--- src/hw/lsot_map.svh ---
// register indices, field positions, reset values and timing counts of the sink dark timers
`ifndef LSOT_MAP_SVH
`define LSOT_MAP_SVH

// ==========================================================
// register indices (byte address is four times the index)
`define LSOT_IDX_SINK7   8'h1F
`define LSOT_IDX_SINK8   8'h20
`define LSOT_IDX_SINK9   8'h21
`define LSOT_IDX_FADE    8'h22
`define LSOT_IDX_CTRL    8'h30
`define LSOT_IDX_STAT    8'h31

// ==========================================================
// fields and reset values
`define LSOT_CODE_MSB    6
`define LSOT_FADE_MSB    7
`define LSOT_FADE_LSB    4
`define LSOT_CODE_DIS    7'h00
`define LSOT_CODE_HOLD   7'h7F
`define LSOT_REG_RST     8'h00
`define LSOT_CTRL_RST    3'h0

// ==========================================================
// timing: one tick is 50 ms, a dark step of 0.1 s is two ticks
`define LSOT_CLK_KHZ     100000
`define LSOT_TICK_MS     50
`define LSOT_TICK_CYC    (`LSOT_TICK_MS * `LSOT_CLK_KHZ)
`define LSOT_STEP_MS     100
`define LSOT_STEP_TICKS  (`LSOT_STEP_MS / `LSOT_TICK_MS)

`endif

--- src/hw/lsot_pkg.sv ---
// types shared by the sink dark timer block
package lsot_pkg;

    // ==========================================================
    // per-sink phase
    typedef enum logic [2:0] {
        ST_OFF,
        ST_LIT,
        ST_FADE,
        ST_DARK,
        ST_HOLD
    } lsot_state_e;

    typedef logic [31:0] lsot_word_t;
    typedef logic [11:0] lsot_addr_t;
    typedef logic [6:0]  lsot_code_t;
    typedef logic [7:0]  lsot_cnt_t;

endpackage : lsot_pkg

--- src/hw/lsot_timer.sv ---
// dark-interval timers of sinks 7, 8 and 9 with apb register access
// Functional notes
// sinks 7, 8, 9 each own a 7-bit dark code, bit 7 reserved.
// code zero keeps an enabled sink lit with no dark phase.
// other codes darken the sink, then relight it per lit-interval setting.
// code 1 is 0.0 s, each step adds 0.1 s, code 126 is 12.5 s.
// code all ones holds the sink dark forever once it turns off.
// software avoids zero dark time together with zero fade-down time.
// after a timed dark phase the sink relights, phases alternate while enabled.
// fade-down field is 4 bits [7:4]; 0 disables, 1 is 0.05 s.
// dark counters use the shared timebase and restart at each dark phase.
`include "lsot_map.svh"

module lsot_timer #(
    parameter int unsigned TICK_CYC = `LSOT_TICK_CYC
) (
    // clock, reset, clock enable
    input  wire logic              pclk,
    input  wire logic              presetn,
    input  wire logic              ce,
    // apb slave
    input  wire logic              psel,
    input  wire logic              penable,
    input  wire logic              pwrite,
    input  wire lsot_pkg::lsot_addr_t paddr,
    input  wire lsot_pkg::lsot_word_t pwdata,
    output lsot_pkg::lsot_word_t   prdata,
    output logic                   pready,
    output logic                   pslverr,
    // lit-interval timer handshake, bit 0 is sink 7
    input  wire logic [2:0]        lit_expired,
    output logic [2:0]             lit_restart,
    // sink drive
    output logic [2:0]             sink_on
);
    import lsot_pkg::*;

    // ==========================================================
    // functions
    function automatic lsot_addr_t byte_addr(input logic [7:0] idx);
        byte_addr = {2'b00, idx, 2'b00};
    endfunction : byte_addr

    function automatic lsot_cnt_t dark_ticks(input lsot_code_t c);
        lsot_cnt_t base;
        base = 8'(c) - 8'h01;
        if (c == `LSOT_CODE_DIS) begin
            dark_ticks = 8'h00;
        end else begin
            dark_ticks = 8'(base * `LSOT_STEP_TICKS);
        end
    endfunction : dark_ticks

    function automatic lsot_cnt_t fade_ticks(input logic [3:0] f);
        lsot_cnt_t over;
        over = 8'(f) - 8'h0A;
        if (f <= 4'hA) begin
            fade_ticks = 8'(f);
        end else begin
            fade_ticks = 8'(over * 8'h05) + 8'h0A;
        end
    endfunction : fade_ticks

    // ==========================================================
    // registers
    lsot_code_t       code_r [3];
    logic [7:0]       fade_r;
    logic [2:0]       ctrl_r;
    lsot_word_t       prdata_r;
    logic [22:0]      tb_cnt_r;
    logic             tick_r;
    logic [2:0]       sink_on_r;
    logic [2:0]       lit_restart_r;
    logic [2:0]       dark_w;
    logic [2:0]       hold_w;

    // ==========================================================
    // apb decode
    wire logic        setup_w   = psel & ~penable & ce;
    wire logic        access_w  = psel & penable & ce;
    wire logic        hit_s7_w  = (paddr == byte_addr(`LSOT_IDX_SINK7));
    wire logic        hit_s8_w  = (paddr == byte_addr(`LSOT_IDX_SINK8));
    wire logic        hit_s9_w  = (paddr == byte_addr(`LSOT_IDX_SINK9));
    wire logic        hit_fd_w  = (paddr == byte_addr(`LSOT_IDX_FADE));
    wire logic        hit_ct_w  = (paddr == byte_addr(`LSOT_IDX_CTRL));
    wire logic        hit_st_w  = (paddr == byte_addr(`LSOT_IDX_STAT));
    wire logic        hit_any_w = hit_s7_w | hit_s8_w | hit_s9_w
                                | hit_fd_w | hit_ct_w | hit_st_w;
    wire logic        wr_w      = access_w & pwrite;
    wire logic [2:0]  wr_code_w = {hit_s9_w, hit_s8_w, hit_s7_w} & {3{wr_w}};
    wire lsot_code_t  wcode_w   = pwdata[`LSOT_CODE_MSB:0];

    // ==========================================================
    // read mux, reserved bits read zero
    wire lsot_word_t  rd_mux_w =
        hit_s7_w ? {25'h000_0000, code_r[0]} :
        hit_s8_w ? {25'h000_0000, code_r[1]} :
        hit_s9_w ? {25'h000_0000, code_r[2]} :
        hit_fd_w ? {24'h00_0000, fade_r} :
        hit_ct_w ? {29'h0000_0000, ctrl_r} :
        hit_st_w ? {23'h00_0000, hold_w, dark_w, sink_on_r} :
                   32'h0000_0000;

    assign pready      = ce;
    assign pslverr     = psel & penable & ~hit_any_w;
    assign prdata      = prdata_r;
    assign sink_on     = sink_on_r;
    assign lit_restart = lit_restart_r;

    // ==========================================================
    // register writes
    always_ff @(posedge pclk or negedge presetn) begin
        if (!presetn) begin
            fade_r <= `LSOT_REG_RST;
            ctrl_r <= `LSOT_CTRL_RST;
        end else if (wr_w) begin
            if (hit_fd_w) begin
                fade_r <= pwdata[7:0];
            end
            if (hit_ct_w) begin
                ctrl_r <= pwdata[2:0];
            end
        end
    end

    // read data captured in the setup phase, stable through access
    always_ff @(posedge pclk or negedge presetn) begin
        if (!presetn) begin
            prdata_r <= 32'h0000_0000;
        end else if (setup_w) begin
            prdata_r <= pwrite ? 32'h0000_0000 : rd_mux_w;
        end
    end

    // ==========================================================
    // shared timebase
    wire logic        tb_wrap_w = (tb_cnt_r == 23'(TICK_CYC - 1));

    always_ff @(posedge pclk or negedge presetn) begin
        if (!presetn) begin
            tb_cnt_r <= 23'h00_0000;
            tick_r   <= 1'b0;
        end else if (ce) begin
            tb_cnt_r <= tb_wrap_w ? 23'h00_0000 : tb_cnt_r + 23'h00_0001;
            tick_r   <= tb_wrap_w;
        end
    end

    // ==========================================================
    // per-sink phase machines
    for (genvar k = 0; k < 3; k++) begin : g_sink
        lsot_state_e  st_r;
        lsot_state_e  st_nxt;
        lsot_cnt_t    cnt_r;
        lsot_cnt_t    cnt_nxt;
        logic         restart_nxt;
        lsot_code_t   code_w;
        lsot_cnt_t    fade_len_w;
        lsot_cnt_t    dark_len_w;
        lsot_state_e  dark_entry_w;

        assign code_w       = code_r[k];
        assign fade_len_w   = fade_ticks(fade_r[`LSOT_FADE_MSB:`LSOT_FADE_LSB]);
        assign dark_len_w   = dark_ticks(code_w);
        assign dark_entry_w = (code_w == `LSOT_CODE_HOLD) ? ST_HOLD : ST_DARK;
        assign dark_w[k]    = (st_r == ST_DARK) | (st_r == ST_HOLD);
        assign hold_w[k]    = (st_r == ST_HOLD);

        always_comb begin
            st_nxt      = st_r;
            cnt_nxt     = cnt_r;
            restart_nxt = 1'b0;
            if (!ctrl_r[k]) begin
                st_nxt  = ST_OFF;
                cnt_nxt = 8'h00;
            end else begin
                unique case (st_r)
                    ST_OFF: begin
                        st_nxt      = ST_LIT;
                        restart_nxt = 1'b1;
                    end
                    ST_LIT: begin
                        // code zero never leaves the lit phase
                        if (code_w != `LSOT_CODE_DIS && lit_expired[k]) begin
                            cnt_nxt = 8'h00;
                            st_nxt  = (fade_len_w != 8'h00) ? ST_FADE : dark_entry_w;
                        end
                    end
                    ST_FADE: begin
                        if (cnt_r >= fade_len_w) begin
                            st_nxt  = dark_entry_w;
                            cnt_nxt = 8'h00;
                        end else if (tick_r) begin
                            cnt_nxt = cnt_r + 8'h01;
                        end
                    end
                    ST_DARK: begin
                        if (cnt_r >= dark_len_w) begin
                            st_nxt      = ST_LIT;
                            restart_nxt = 1'b1;
                            cnt_nxt     = 8'h00;
                        end else if (tick_r) begin
                            cnt_nxt = cnt_r + 8'h01;
                        end
                    end
                    ST_HOLD: begin
                        st_nxt = ST_HOLD;
                    end
                    // unused encodings of the 3-bit phase fall back to off
                    default: begin
                        st_nxt  = ST_OFF;
                        cnt_nxt = 8'h00;
                    end
                endcase
            end
        end

        always_ff @(posedge pclk or negedge presetn) begin
            if (!presetn) begin
                code_r[k] <= `LSOT_CODE_DIS;
            end else if (ce && wr_code_w[k]) begin
                code_r[k] <= wcode_w;
            end
        end

        always_ff @(posedge pclk or negedge presetn) begin
            if (!presetn) begin
                st_r             <= ST_OFF;
                cnt_r            <= 8'h00;
                sink_on_r[k]     <= 1'b0;
                lit_restart_r[k] <= 1'b0;
            end else if (ce) begin
                st_r             <= st_nxt;
                cnt_r            <= cnt_nxt;
                sink_on_r[k]     <= (st_nxt == ST_LIT) | (st_nxt == ST_FADE);
                lit_restart_r[k] <= restart_nxt;
            end
        end
    end

endmodule : lsot_timer

--- config.mk ---
export PLATFORM = sky130hd
export DESIGN_NAME = lsot_timer
export DESIGN_NICKNAME = d
export VERILOG_FILES = /design/src/hw/lsot_pkg.sv /design/src/hw/lsot_timer.sv
export VERILOG_INCLUDE_DIRS = /design/src /design/src/hw
export SDC_FILE = /design/constraint.sdc
export NUM_CORES = 1
export LEC_CHECK = 0
export BUFFER_PORTS_ARGS = -buffer_cell sky130_fd_sc_hd__buf_2
export CORE_MARGIN = 4
export CORE_UTILIZATION = 29
export DETAILED_ROUTE_END_ITERATION = 7
export PLACE_DENSITY_LB_ADDON = 0.05
export SLEW_MARGIN = 15
export SYNTH_ARGS = -nofsm -noshare
export SYNTH_HDL_FRONTEND = slang
export SYNTH_SLANG_ARGS = --single-unit
export TNS_END_PERCENT = 5
--- constraint.sdc ---
create_clock -name pclk -period 14.2 [get_ports pclk]
set_clock_uncertainty 0.2 [all_clocks]
set_input_delay 3.55 -clock pclk [delete_from_list [all_inputs] [get_ports pclk]]
set_output_delay 3.55 -clock pclk [all_outputs]
set_load 0.01 [all_outputs]
---- Word-level counts from Yosys, hierarchy flattened ----
Cells that the tools add are included.
cells by class
  add/subtract/negate cells ............... 9
  $mul .................................... 1
  $lt $le $gt $ge ......................... 7
  equality and inequality tests ........... 34
  muxes and demuxes ....................... 60
  bitwise operators ....................... 20
  reductions and logical operators ........ 24
operators with widths
  cell                   number
  $mux 8                 19
  $pmux 8 s4             3
  $mux 9                 7
  $eq 12x8->1 const B    5
  $mux 3                 18
  $ge 8x8->1             6
  $pmux 3 s5             3
  $eq 3x2->1 const B     9
  $add 8x1->8 const B    3
  $add 23x1->23 const B  1
  $eq 23x23->1 const B   1
  $mux 23                1
  $eq 7x7->1 const B     3
  $logic_not 7->1        3
  $reduce_bool 7->1      3
  $sub 7x1->7 const B    3
  $eq 3x1->1 const B     6
  $eq 12x7->1 const B    1
  $or 1x1->1             11
  $eq 3x3->1 const B     3
  $logic_not 3->1        3
  $ne 3x3->1 const B     3
  $reduce_and 3->1       3
  $add 8x4->8 const B    1
  other kinds (13)       36
storage, ports and cells
  flip-flop bits (word level) ............. 127
  input bits .............................. 53
  output and inout bits ................... 40
  logic and storage cells ................. 175

---- Longest topological paths before layout ----
Gate-level depths: netlist of the first run.
  word-level depth ........................ 11
  mapped depth ............................ 22
  mapped depth without buffers ............ 20

---- Worst setup path before layout of the first run ----
OpenSTA, ideal clock, no wires.
  path kind ............................... input to output
  from .................................... input port paddr[9]
  to ...................................... output port pslverr
  data arrival time ....................... 5028 ps
  required time ........................... 10450 ps
  path slack .............................. 5422 ps
  stages on the path ...................... 6
  path buffers ............................ 2
  path through ............................ or4_1 buf_2 or3_1 buf_2 nor3_4 nor4_1
between the ends
  longest elaborated chain between the ends .. 8
  elaborated cells on any way between the ends .. 13
  those cells by class .................... eq/ne: 6; bitwise: 7
ends and longest elaborated chain
  element                                     line                                text
  from (decl)                                 lsot_timer.sv:25                    input wire lsot_pkg::lsot_addr_t paddr,
  $eq 12x7->1 or $eq 12x8->1 (tied branches)  lsot_timer.sv:81, lsot_timer.sv:82
  $or 1x1->1 (2 in a row)                     lsot_timer.sv:87                    wire logic hit_any_w = hit_s7_w | hit_s8_w | hit_s9_w
  $or 1x1->1 (2 in a row)                     lsot_timer.sv:88                    | hit_fd_w | hit_ct_w | hit_st_w;
  $or 1x1->1 *                                lsot_timer.sv:88
  $not 1->1 *                                 lsot_timer.sv:105                   assign pslverr = psel & penable & ~hit_any_w;
  $and 1x1->1 *                               lsot_timer.sv:105
  to (decl)                                   lsot_timer.sv:29                    output logic pslverr,
Every way passes the cells marked *; elsewhere a longest branch is shown, timed or not.

---- Final worst setup path of the first run ----
Ends and elaborated chain as after synthesis.

==> results of run 1 <==
==> cell families (layout without fill, tap and decap cells) <==
family	Yosys count	in the layout	synth area share, %
AOI/OAI and AO/OA	171	171	15.64
xor gates and xnor gates	47	47	5.628
adders and majority gates	67	67	11.46
buffers and inverters	83	102	5.576
DFF	104	104	35.58
muxes	33	33	4.978
other	1	23	0.05127
and+or+nand+nor	301	301	21.09
==> power by group <==
| group | leakage (nW) | switching (W) | internal [W] |
|---|---|---|---|
| Combinational | 2.14 | 0.0000269 | 0.0000132 |
| Clock | 0.154 | 0.000133 | 0.000143 |
| Sequential | 1.39 | 0.00000965 | 0.000304 |
| Total | 3.69 | 0.000169 | 0.000460 |
==> routing by layer <==
metal / global-route usage (%) / vias up
met5: 0 / -
met4: 3.664 / 0
met3: 2.204 / 17
met2: 24.24 / 92
met1: 22.37 / 2894
li1: - / 2948
==> worst register-to-register path: cells and delay by family (launching register included) <==
family                   cells  cell delay (ps)
adder cells (fa/ha/maj)      5             1390
XOR/XNOR                     1              200
buffers and inverters        2              400
AND/OR/NAND/NOR              3              410
AO/OA/AOI/OAI                6             2260
flip-flops                   1              500
==> cell type report <==
type                    instances  area, um2
repair buffers                 50      265.3
inverters                      36      135.1
well taps                     324      405.4
fillers                      2563      16410
flip-flops and latches        104       2603
multi-input cells             642       4387
clock buffers                   9      225.2
clock inverters                 7      98.84
==> worst max-delay path by stage <==
stage | start | to | slack, ps
6_report | paddr[9] | pslverr | 5040
3_3_place_gp | paddr[9] | pslverr | 5040
5_1_grt | paddr[9] | pslverr | 4900
2_1_floorplan | paddr[9] | pslverr | 5420
3_5_place_dp | paddr[9] | pslverr | 5000
4_1_cts | paddr[9] | pslverr | 5020
==> synthesized netlist by cell type, types with 6 or more instances <==
cell type | instances | area share (%)
nor2_1 | 63 | 3.2
mux2_2 | 26 | 4.0
buf_4 | 24 | 2.5
nand3_1 | 26 | 1.8
a21o_1 | 8 | 0.82
and2_1 | 9 | 0.77
a221oi_1 | 13 | 1.6
and3_1 | 8 | 0.68
clkbuf_1 | 17 | 0.87
o21ai_1 | 6 | 0.41
or3_1 | 12 | 1.0
dfrtp_1 | 104 | 36
nor4_1 | 7 | 0.60
nor2b_1 | 8 | 0.68
a21oi_1 | 32 | 2.2
nand2_1 | 84 | 4.3
xnor2_1 | 26 | 3.1
nand2b_1 | 15 | 1.3
o21ai_0 | 46 | 3.1
mux2i_1 | 6 | 0.82
inv_1 | 35 | 1.8
nand4_1 | 19 | 1.6
ha_1 | 67 | 11
o2bb2ai_1 | 8 | 0.96
nor3_1 | 22 | 1.5
o22ai_1 | 8 | 0.68
xor2_1 | 21 | 2.5
a31oi_1 | 6 | 0.51
==> flip-flops by register name (all words and copies together), names as in the netlist <==
name,cells
g_sink.cnt_r,24
tb_cnt_r,23
g_sink.code_w,21
g_sink.st_r,9
prdata,9
fade_r,8
ctrl_r,3
lit_restart,3
sink_on,3
tick_r,1
==> stage by stage <==
stage | instance area (um2) | util (%) | setup slack (ps) | cells | total power [W]
2_1_floorplan | 7397 | - | 5422 | 829 | 0.0003438
3_3_place_gp | 7795 | 31.77 | 5040 | 1156 | 0.0003594
3_5_place_dp | 7795 | 31.77 | 5003 | 1156 | 0.0003605
4_1_cts | 8119 | 33.09 | 5020 | 1172 | 0.0006431
5_1_grt | 8119 | 33.09 | 4904 | 1172 | 0.0006605
6_report | 8119 | 33.09 | 5037 | 1172 | 0.0006294
==> results by group, run 1 <==
Clocking
  – Clock Sinks: 104
  – Post-CTS Setup Inserts: 0
  – Worst skew pair latency: ~360 ps
  – Post-cts hold buffer count: 0
  – Clock transition at path regs: 80 ps
  – CTS Buffer Depth: 2
  – Num CTS Buffers: 9
  – CTS tree: yes
  – Gates resized, CTS repair: 0
  – Clk root buf: clkbuf_16
  – Depth of the CTS H-tree: 3

Die
  – Initial core utilization: 29.81%
  – Die area: 27830 um2
  – Row cnt: 57
  – IO Pins: 93
  – Die extent in x: 166.8 um
  – Die height: 166.8 um
  – Core area: 24530 um2

Global routing
  – Vias in the first global route: 6014
  – Initial antenna violation count: 0
  – Largest net degree at the start of global routing: 71
  – Global Route Usage Sum: 15.38%
  – Global-route wire length before repair: ~34000 um
  – GRT overflow: 0

STA
  – Fmax: 109.1 MHz
  – # setup viols final: 0
  – Worst Max-Slew Pin Slew: ~950 ps
  – RSZ-0062 raised after global routing: false
  – Rel. slew slack: 36.43%
  – Final worst path period share: 64.53%
  – Final hold slack: 285.6 ps
  – Final min period: 9163 ps
  – Setup TNS: 0 ps
  – Fin. Hold Viols: 0
  – Slew Limit Fails: 0

Setup path
  – Slowest CP cell: or4_1
  – CP endpoint kind: output pin
  – Worst reg-to-reg path cell count: 17
  – CP max stage delay: 660 ps
  – CP Cell Sequence: buf_2 -> or4_1 -> or3_1 -> nor3_4 -> nor4_1 -> buf_2
  – CP required: 10450 ps
  – R2R Setup Slk: just under 9000 ps
  – Crit path DAT: 5410 ps
  – Kind of critical path: in -> out
  – Buf/Inv on CP: 2
  – Worst path depth: 6
  – FF-to-FF Start: fade_r[5]
  – Crit path launch type: input port
  – End of the worst register-to-register path: g_sink[2].cnt_r[7]
  – Crit Path Max Fanout: 9
  – CP delay by family, top: simple AND/OR/NAND/NOR gates
  – Most used cell, CP: buf_2

Finish
  – Most frequent cells in the layout: 104 x dfrtp_1, 84 x nand2_1, 67 x ha_1
  – Final-stage net count: a little under 1000
  – Diodes inserted: 0
  – P&R area growth vs syn: 11.00%
  – Commonest non-fill, non-tap cell in the layout: dfrtp_1
  – Layout cells sized above 1: 12.97%

Synthesis
  – EDFF count, synth: 0
  – Top FF cell, synth: dfrtp_1
  – Async S/R FF share, synth: 100.0%
  – Yosys reg bits: 104
  – Synth warnings: 0
  – Post-synth cell types: 71
  – Register area share after synthesis: between 30 and 40%
  – Post-synthesis cell area: ~7300 um2
  – Cells after Synth: 807
  – Mean Syn Cell Area: 9.064 um2

Run
  – Max-Cap Viols: 0

Detailed routing
  – Routed Antenna Nets: 0
  – Top sig layer: met4
  – Vias per inst: 5.078
  – # DRC: 0
  – 1st-pass router iterations: 4
  – Wire length per cell: 18.09 um
  – Vias after detailed routing: 5951
  – Final wirelength: 21200 um
  – M1 WL: 10810 um
  – Initial DRC Count: 306
  – Met2 wire length: 9588 um
  – Met3 routed WL: around 560 um

Status
  – Status: complete, no violations

Worst hold path
  – Min-Delay Path Depth: 1
  – Hold path start: tb_cnt_r[5]
  – Hold WC Path Type: reg -> reg
  – WHS Endpoint: tb_cnt_r[5]

Place
  – Final GP Congestion: 0.8310
  – # port buffers: 45
  – Detail Placement HPWL: 16240 um

Pwr
  – Leak: approximately 3.7 nW
  – Worst vdd ir: roughly 0.046 mV
  – Pwr/cell area: 77.52 nW/um2
Power figures use the tool's default switching activity.
==> run 2: changes to the inputs <==
- ABC_AREA: not set -> 1
- clock period: 14.2 -> 8.6 ns (I/O delays scaled with it)
==> results by group, run 2 <==
Status
  – Status: complete, no violations

Setup path
  – Worst reg-to-reg path cell count: 21
  – Crit path DAT: approximately 3600 ps
  – CP Cell Sequence: buf_2 -> or2_2 -> nor3_2 -> nand2_1 -> nand3_1 -> nor4_1 -> buf_2
  – Crit Path Max Fanout: 11
  – Worst path depth: 7
  – End of the worst register-to-register path: g_sink[0].cnt_r[2]
  – CP endpoint kind: output pin
  – CP max stage delay: 340 ps
  – Most used cell, CP: buf_2
  – Buf/Inv on CP: 2
  – Crit path launch type: input port
  – Crit path launch: paddr[1]
  – FF-to-FF Start: fade_r[5]
  – CP required: ~6300 ps
  – Slowest CP cell: or2_2
  – Crit path capture: pslverr
  – CP delay by family, top: simple AND/OR/NAND/NOR gates
  – R2R Setup Slk: 4000 ps
  – Kind of critical path: in -> out

Die
  – Die extent in x: 171.7 um
  – Die area: approximately 30000 um2
  – Initial core utilization: 29.65%
  – Die height: 171.7 um
  – IO Pins: 93
  – Core area: about 26000 um2
  – Row cnt: 59

Detailed routing
  – Vias after detailed routing: about 7000
  – Final wirelength: 23260 um
  – # DRC: 0
  – Vias per inst: between 4 and 5
  – Wire length per cell: 15.93 um
  – Initial DRC Count: 409
  – Routed Antenna Nets: 0
  – 1st-pass router iterations: 5

Run
  – Max-Cap Viols: 0

Finish
  – Most frequent cells in the layout: 228 x nand2_1, 137 x inv_1, 104 x dfrtp_1
  – Layout cells sized above 1: 8.089%
  – Max reg flops: 24
  – Layout Cells excl Fill: 1460
  – Reg with most FFs: g_sink.cnt_r
  – P&R area growth vs syn: 10.18%
  – Final-stage net count: between 1000 and 1500
  – Final Util: 32.67%
  – Commonest non-fill, non-tap cell in the layout: nand2_1
  – Diodes inserted: 0

Place
  – Detail Placement HPWL: ~18000 um
  – # port buffers: 45
  – Final GP Congestion: 0.8442
  – Placed Cells: around 1400

Synthesis
  – Most common cell in the netlist: nand2_1
  – Top-area cell type share of the netlist area: 33.49%
  – Synth warnings: 0
  – Async S/R FF share, synth: 100.0%
  – Yosys reg bits: 104
  – Adder-Cell Fraction of Synth Area: 10.79%
  – Mean Syn Cell Area: 7.202 um2
  – Cells after Synth: 1079
  – Synth area leader: dfrtp_1
  – Largest family of logic cells by synthesized area: simple AND/OR/NAND/NOR gates
  – EDFF count, synth: 0
  – Post-synth cell types: 44
  – Post-Synth XOR/XNOR Area: 2.930%
  – Post-Synth Simple-Gate Area: 29.87%
  – Mux contribution to synthesized area: 0%
  – Top FF cell, synth: dfrtp_1
  – Synth Area in Compound Gates: 12.70%
  – Register area share after synthesis: 33.49%
  – Synth area leaders: dfrtp_1 33%, nand2_1 11%, ha_1 11%
  – Top cells by count, synth: 228 x nand2_1, 137 x inv_1, 104 x dfrtp_1, 101 x nor2_1, 94 x o21ai_0
  – Post-synthesis cell area: around 8000 um2

Worst hold path
  – Hold WC Path Type: reg -> reg
  – Min-Delay Path Depth: 1

Pwr
  – Clk network pwr share: 40.4%
  – Combinational share of power: under 10%
  – Leak: 4.203 nW
  – Pwr/cell area: 120.2 nW/um2
  – Sw frac: between 20% and 30%
  – Net Switching: 0.0002947 W
  – Sequential power share: 50.7%
  – Worst vdd ir: 0.07440 mV
  – Pint: 0.0007346 W
  – Design Power: 0.001029 W

STA
  – RSZ-0062 raised after global routing: false
  – Slew Limit Fails: 0
  – Fin. Hold Viols: 0
  – Rel. slew slack: 45.41%
  – Fmax: approximately 170 MHz
  – Final min period: 5983 ps
  – Final worst path period share: 69.57%
  – Final hold slack: 272.3 ps
  – Worst Max-Slew Pin Slew: 818.9 ps
  – # setup viols final: 0
  – Setup TNS: 0 ps

Clocking
  – CTS tree: yes
  – Depth of the CTS H-tree: 3
  – Post-CTS Setup Inserts: 0
  – Post-cts hold buffer count: 0
  – Num CTS Buffers: 9
  – Clock transition at path regs: ~90 ps
  – Gates resized, CTS repair: 0
  – Clk root buf: clkbuf_16
  – Worst skew pair latency: 350 ps
  – Clock Sinks: 104
  – CTS Buffer Depth: 2

Global routing
  – Global Route Usage Sum: around 16%
  – Vias in the first global route: 6682
  – GRT overflow: 0
  – Global-route wire length before repair: between 30000 and 40000 um
  – Initial antenna violation count: 0
  – Largest net degree at the start of global routing: 60
run 2: power groups by stage:
stage | Combinational [W] | Clock [W] | Sequential [W]
2_1_floorplan | 0.0000653 | 0 | 0.000527
3_3_place_gp | 0.0000946 | 0 | 0.000532
3_5_place_dp | 0.0000936 | 0 | 0.000532
4_1_cts | 0.0000941 | 0.000435 | 0.000522
5_1_grt | 0.000109 | 0.000454 | 0.000525
6_report | 0.0000915 | 0.000416 | 0.000521
run 2: cells by family after synthesis:
group / count (synthesis)
xor+xnor: 26
flops: 104
simple gates: 519
fa+ha+maj: 67
compound gates: 177
other cells: 1
buf+inv: 185
run 2: metrics by stage:
step	setup WS [ps]	instance area (um2)
floorplan	3084	7854
global placement	2636	8273
detailed placement	2634	8273
CTS	2633	8562
global route	2510	8562
finish	2617	8562
run 2: final cells by class:
| type | instances | area, um2 |
|---|---|---|
| fillers | 2854 | 17640 |
| multi-input cells | 812 | 4461 |
| flip-flops and latches | 104 | 2603 |
| inverters | 146 | 548.0 |
| well taps | 335 | 419.2 |
| repair buffers | 47 | 242.7 |
| clock buffers | 9 | 225.2 |
| clock inverters | 7 | 63.81 |
run 2: how the worst min path moves through the flow:
stage	from	slack, ps	end
finish	tb_cnt_r[12]	270	tb_cnt_r[12]
CTS	tb_cnt_r[12]	270	tb_cnt_r[12]
detailed placement	tb_cnt_r[12]	260	tb_cnt_r[12]
floorplan	tb_cnt_r[12]	240	tb_cnt_r[12]
global placement	tb_cnt_r[12]	260	tb_cnt_r[12]
global route	tb_cnt_r[12]	280	tb_cnt_r[12]
run 2: layer usage:
| layer | global-route usage, % | vias to the layer above | routed length [um] |
|---|---|---|---|
| li1 | - | 3641 | - |
| met1 | 24.83 | 3271 | 12460 |
| met2 | 24.46 | 104 | 9841 |
| met3 | 2.390 | 11 | 752 |
| met4 | 3.031 | 0 | 207 |
| met5 | 0 | - | 0 |
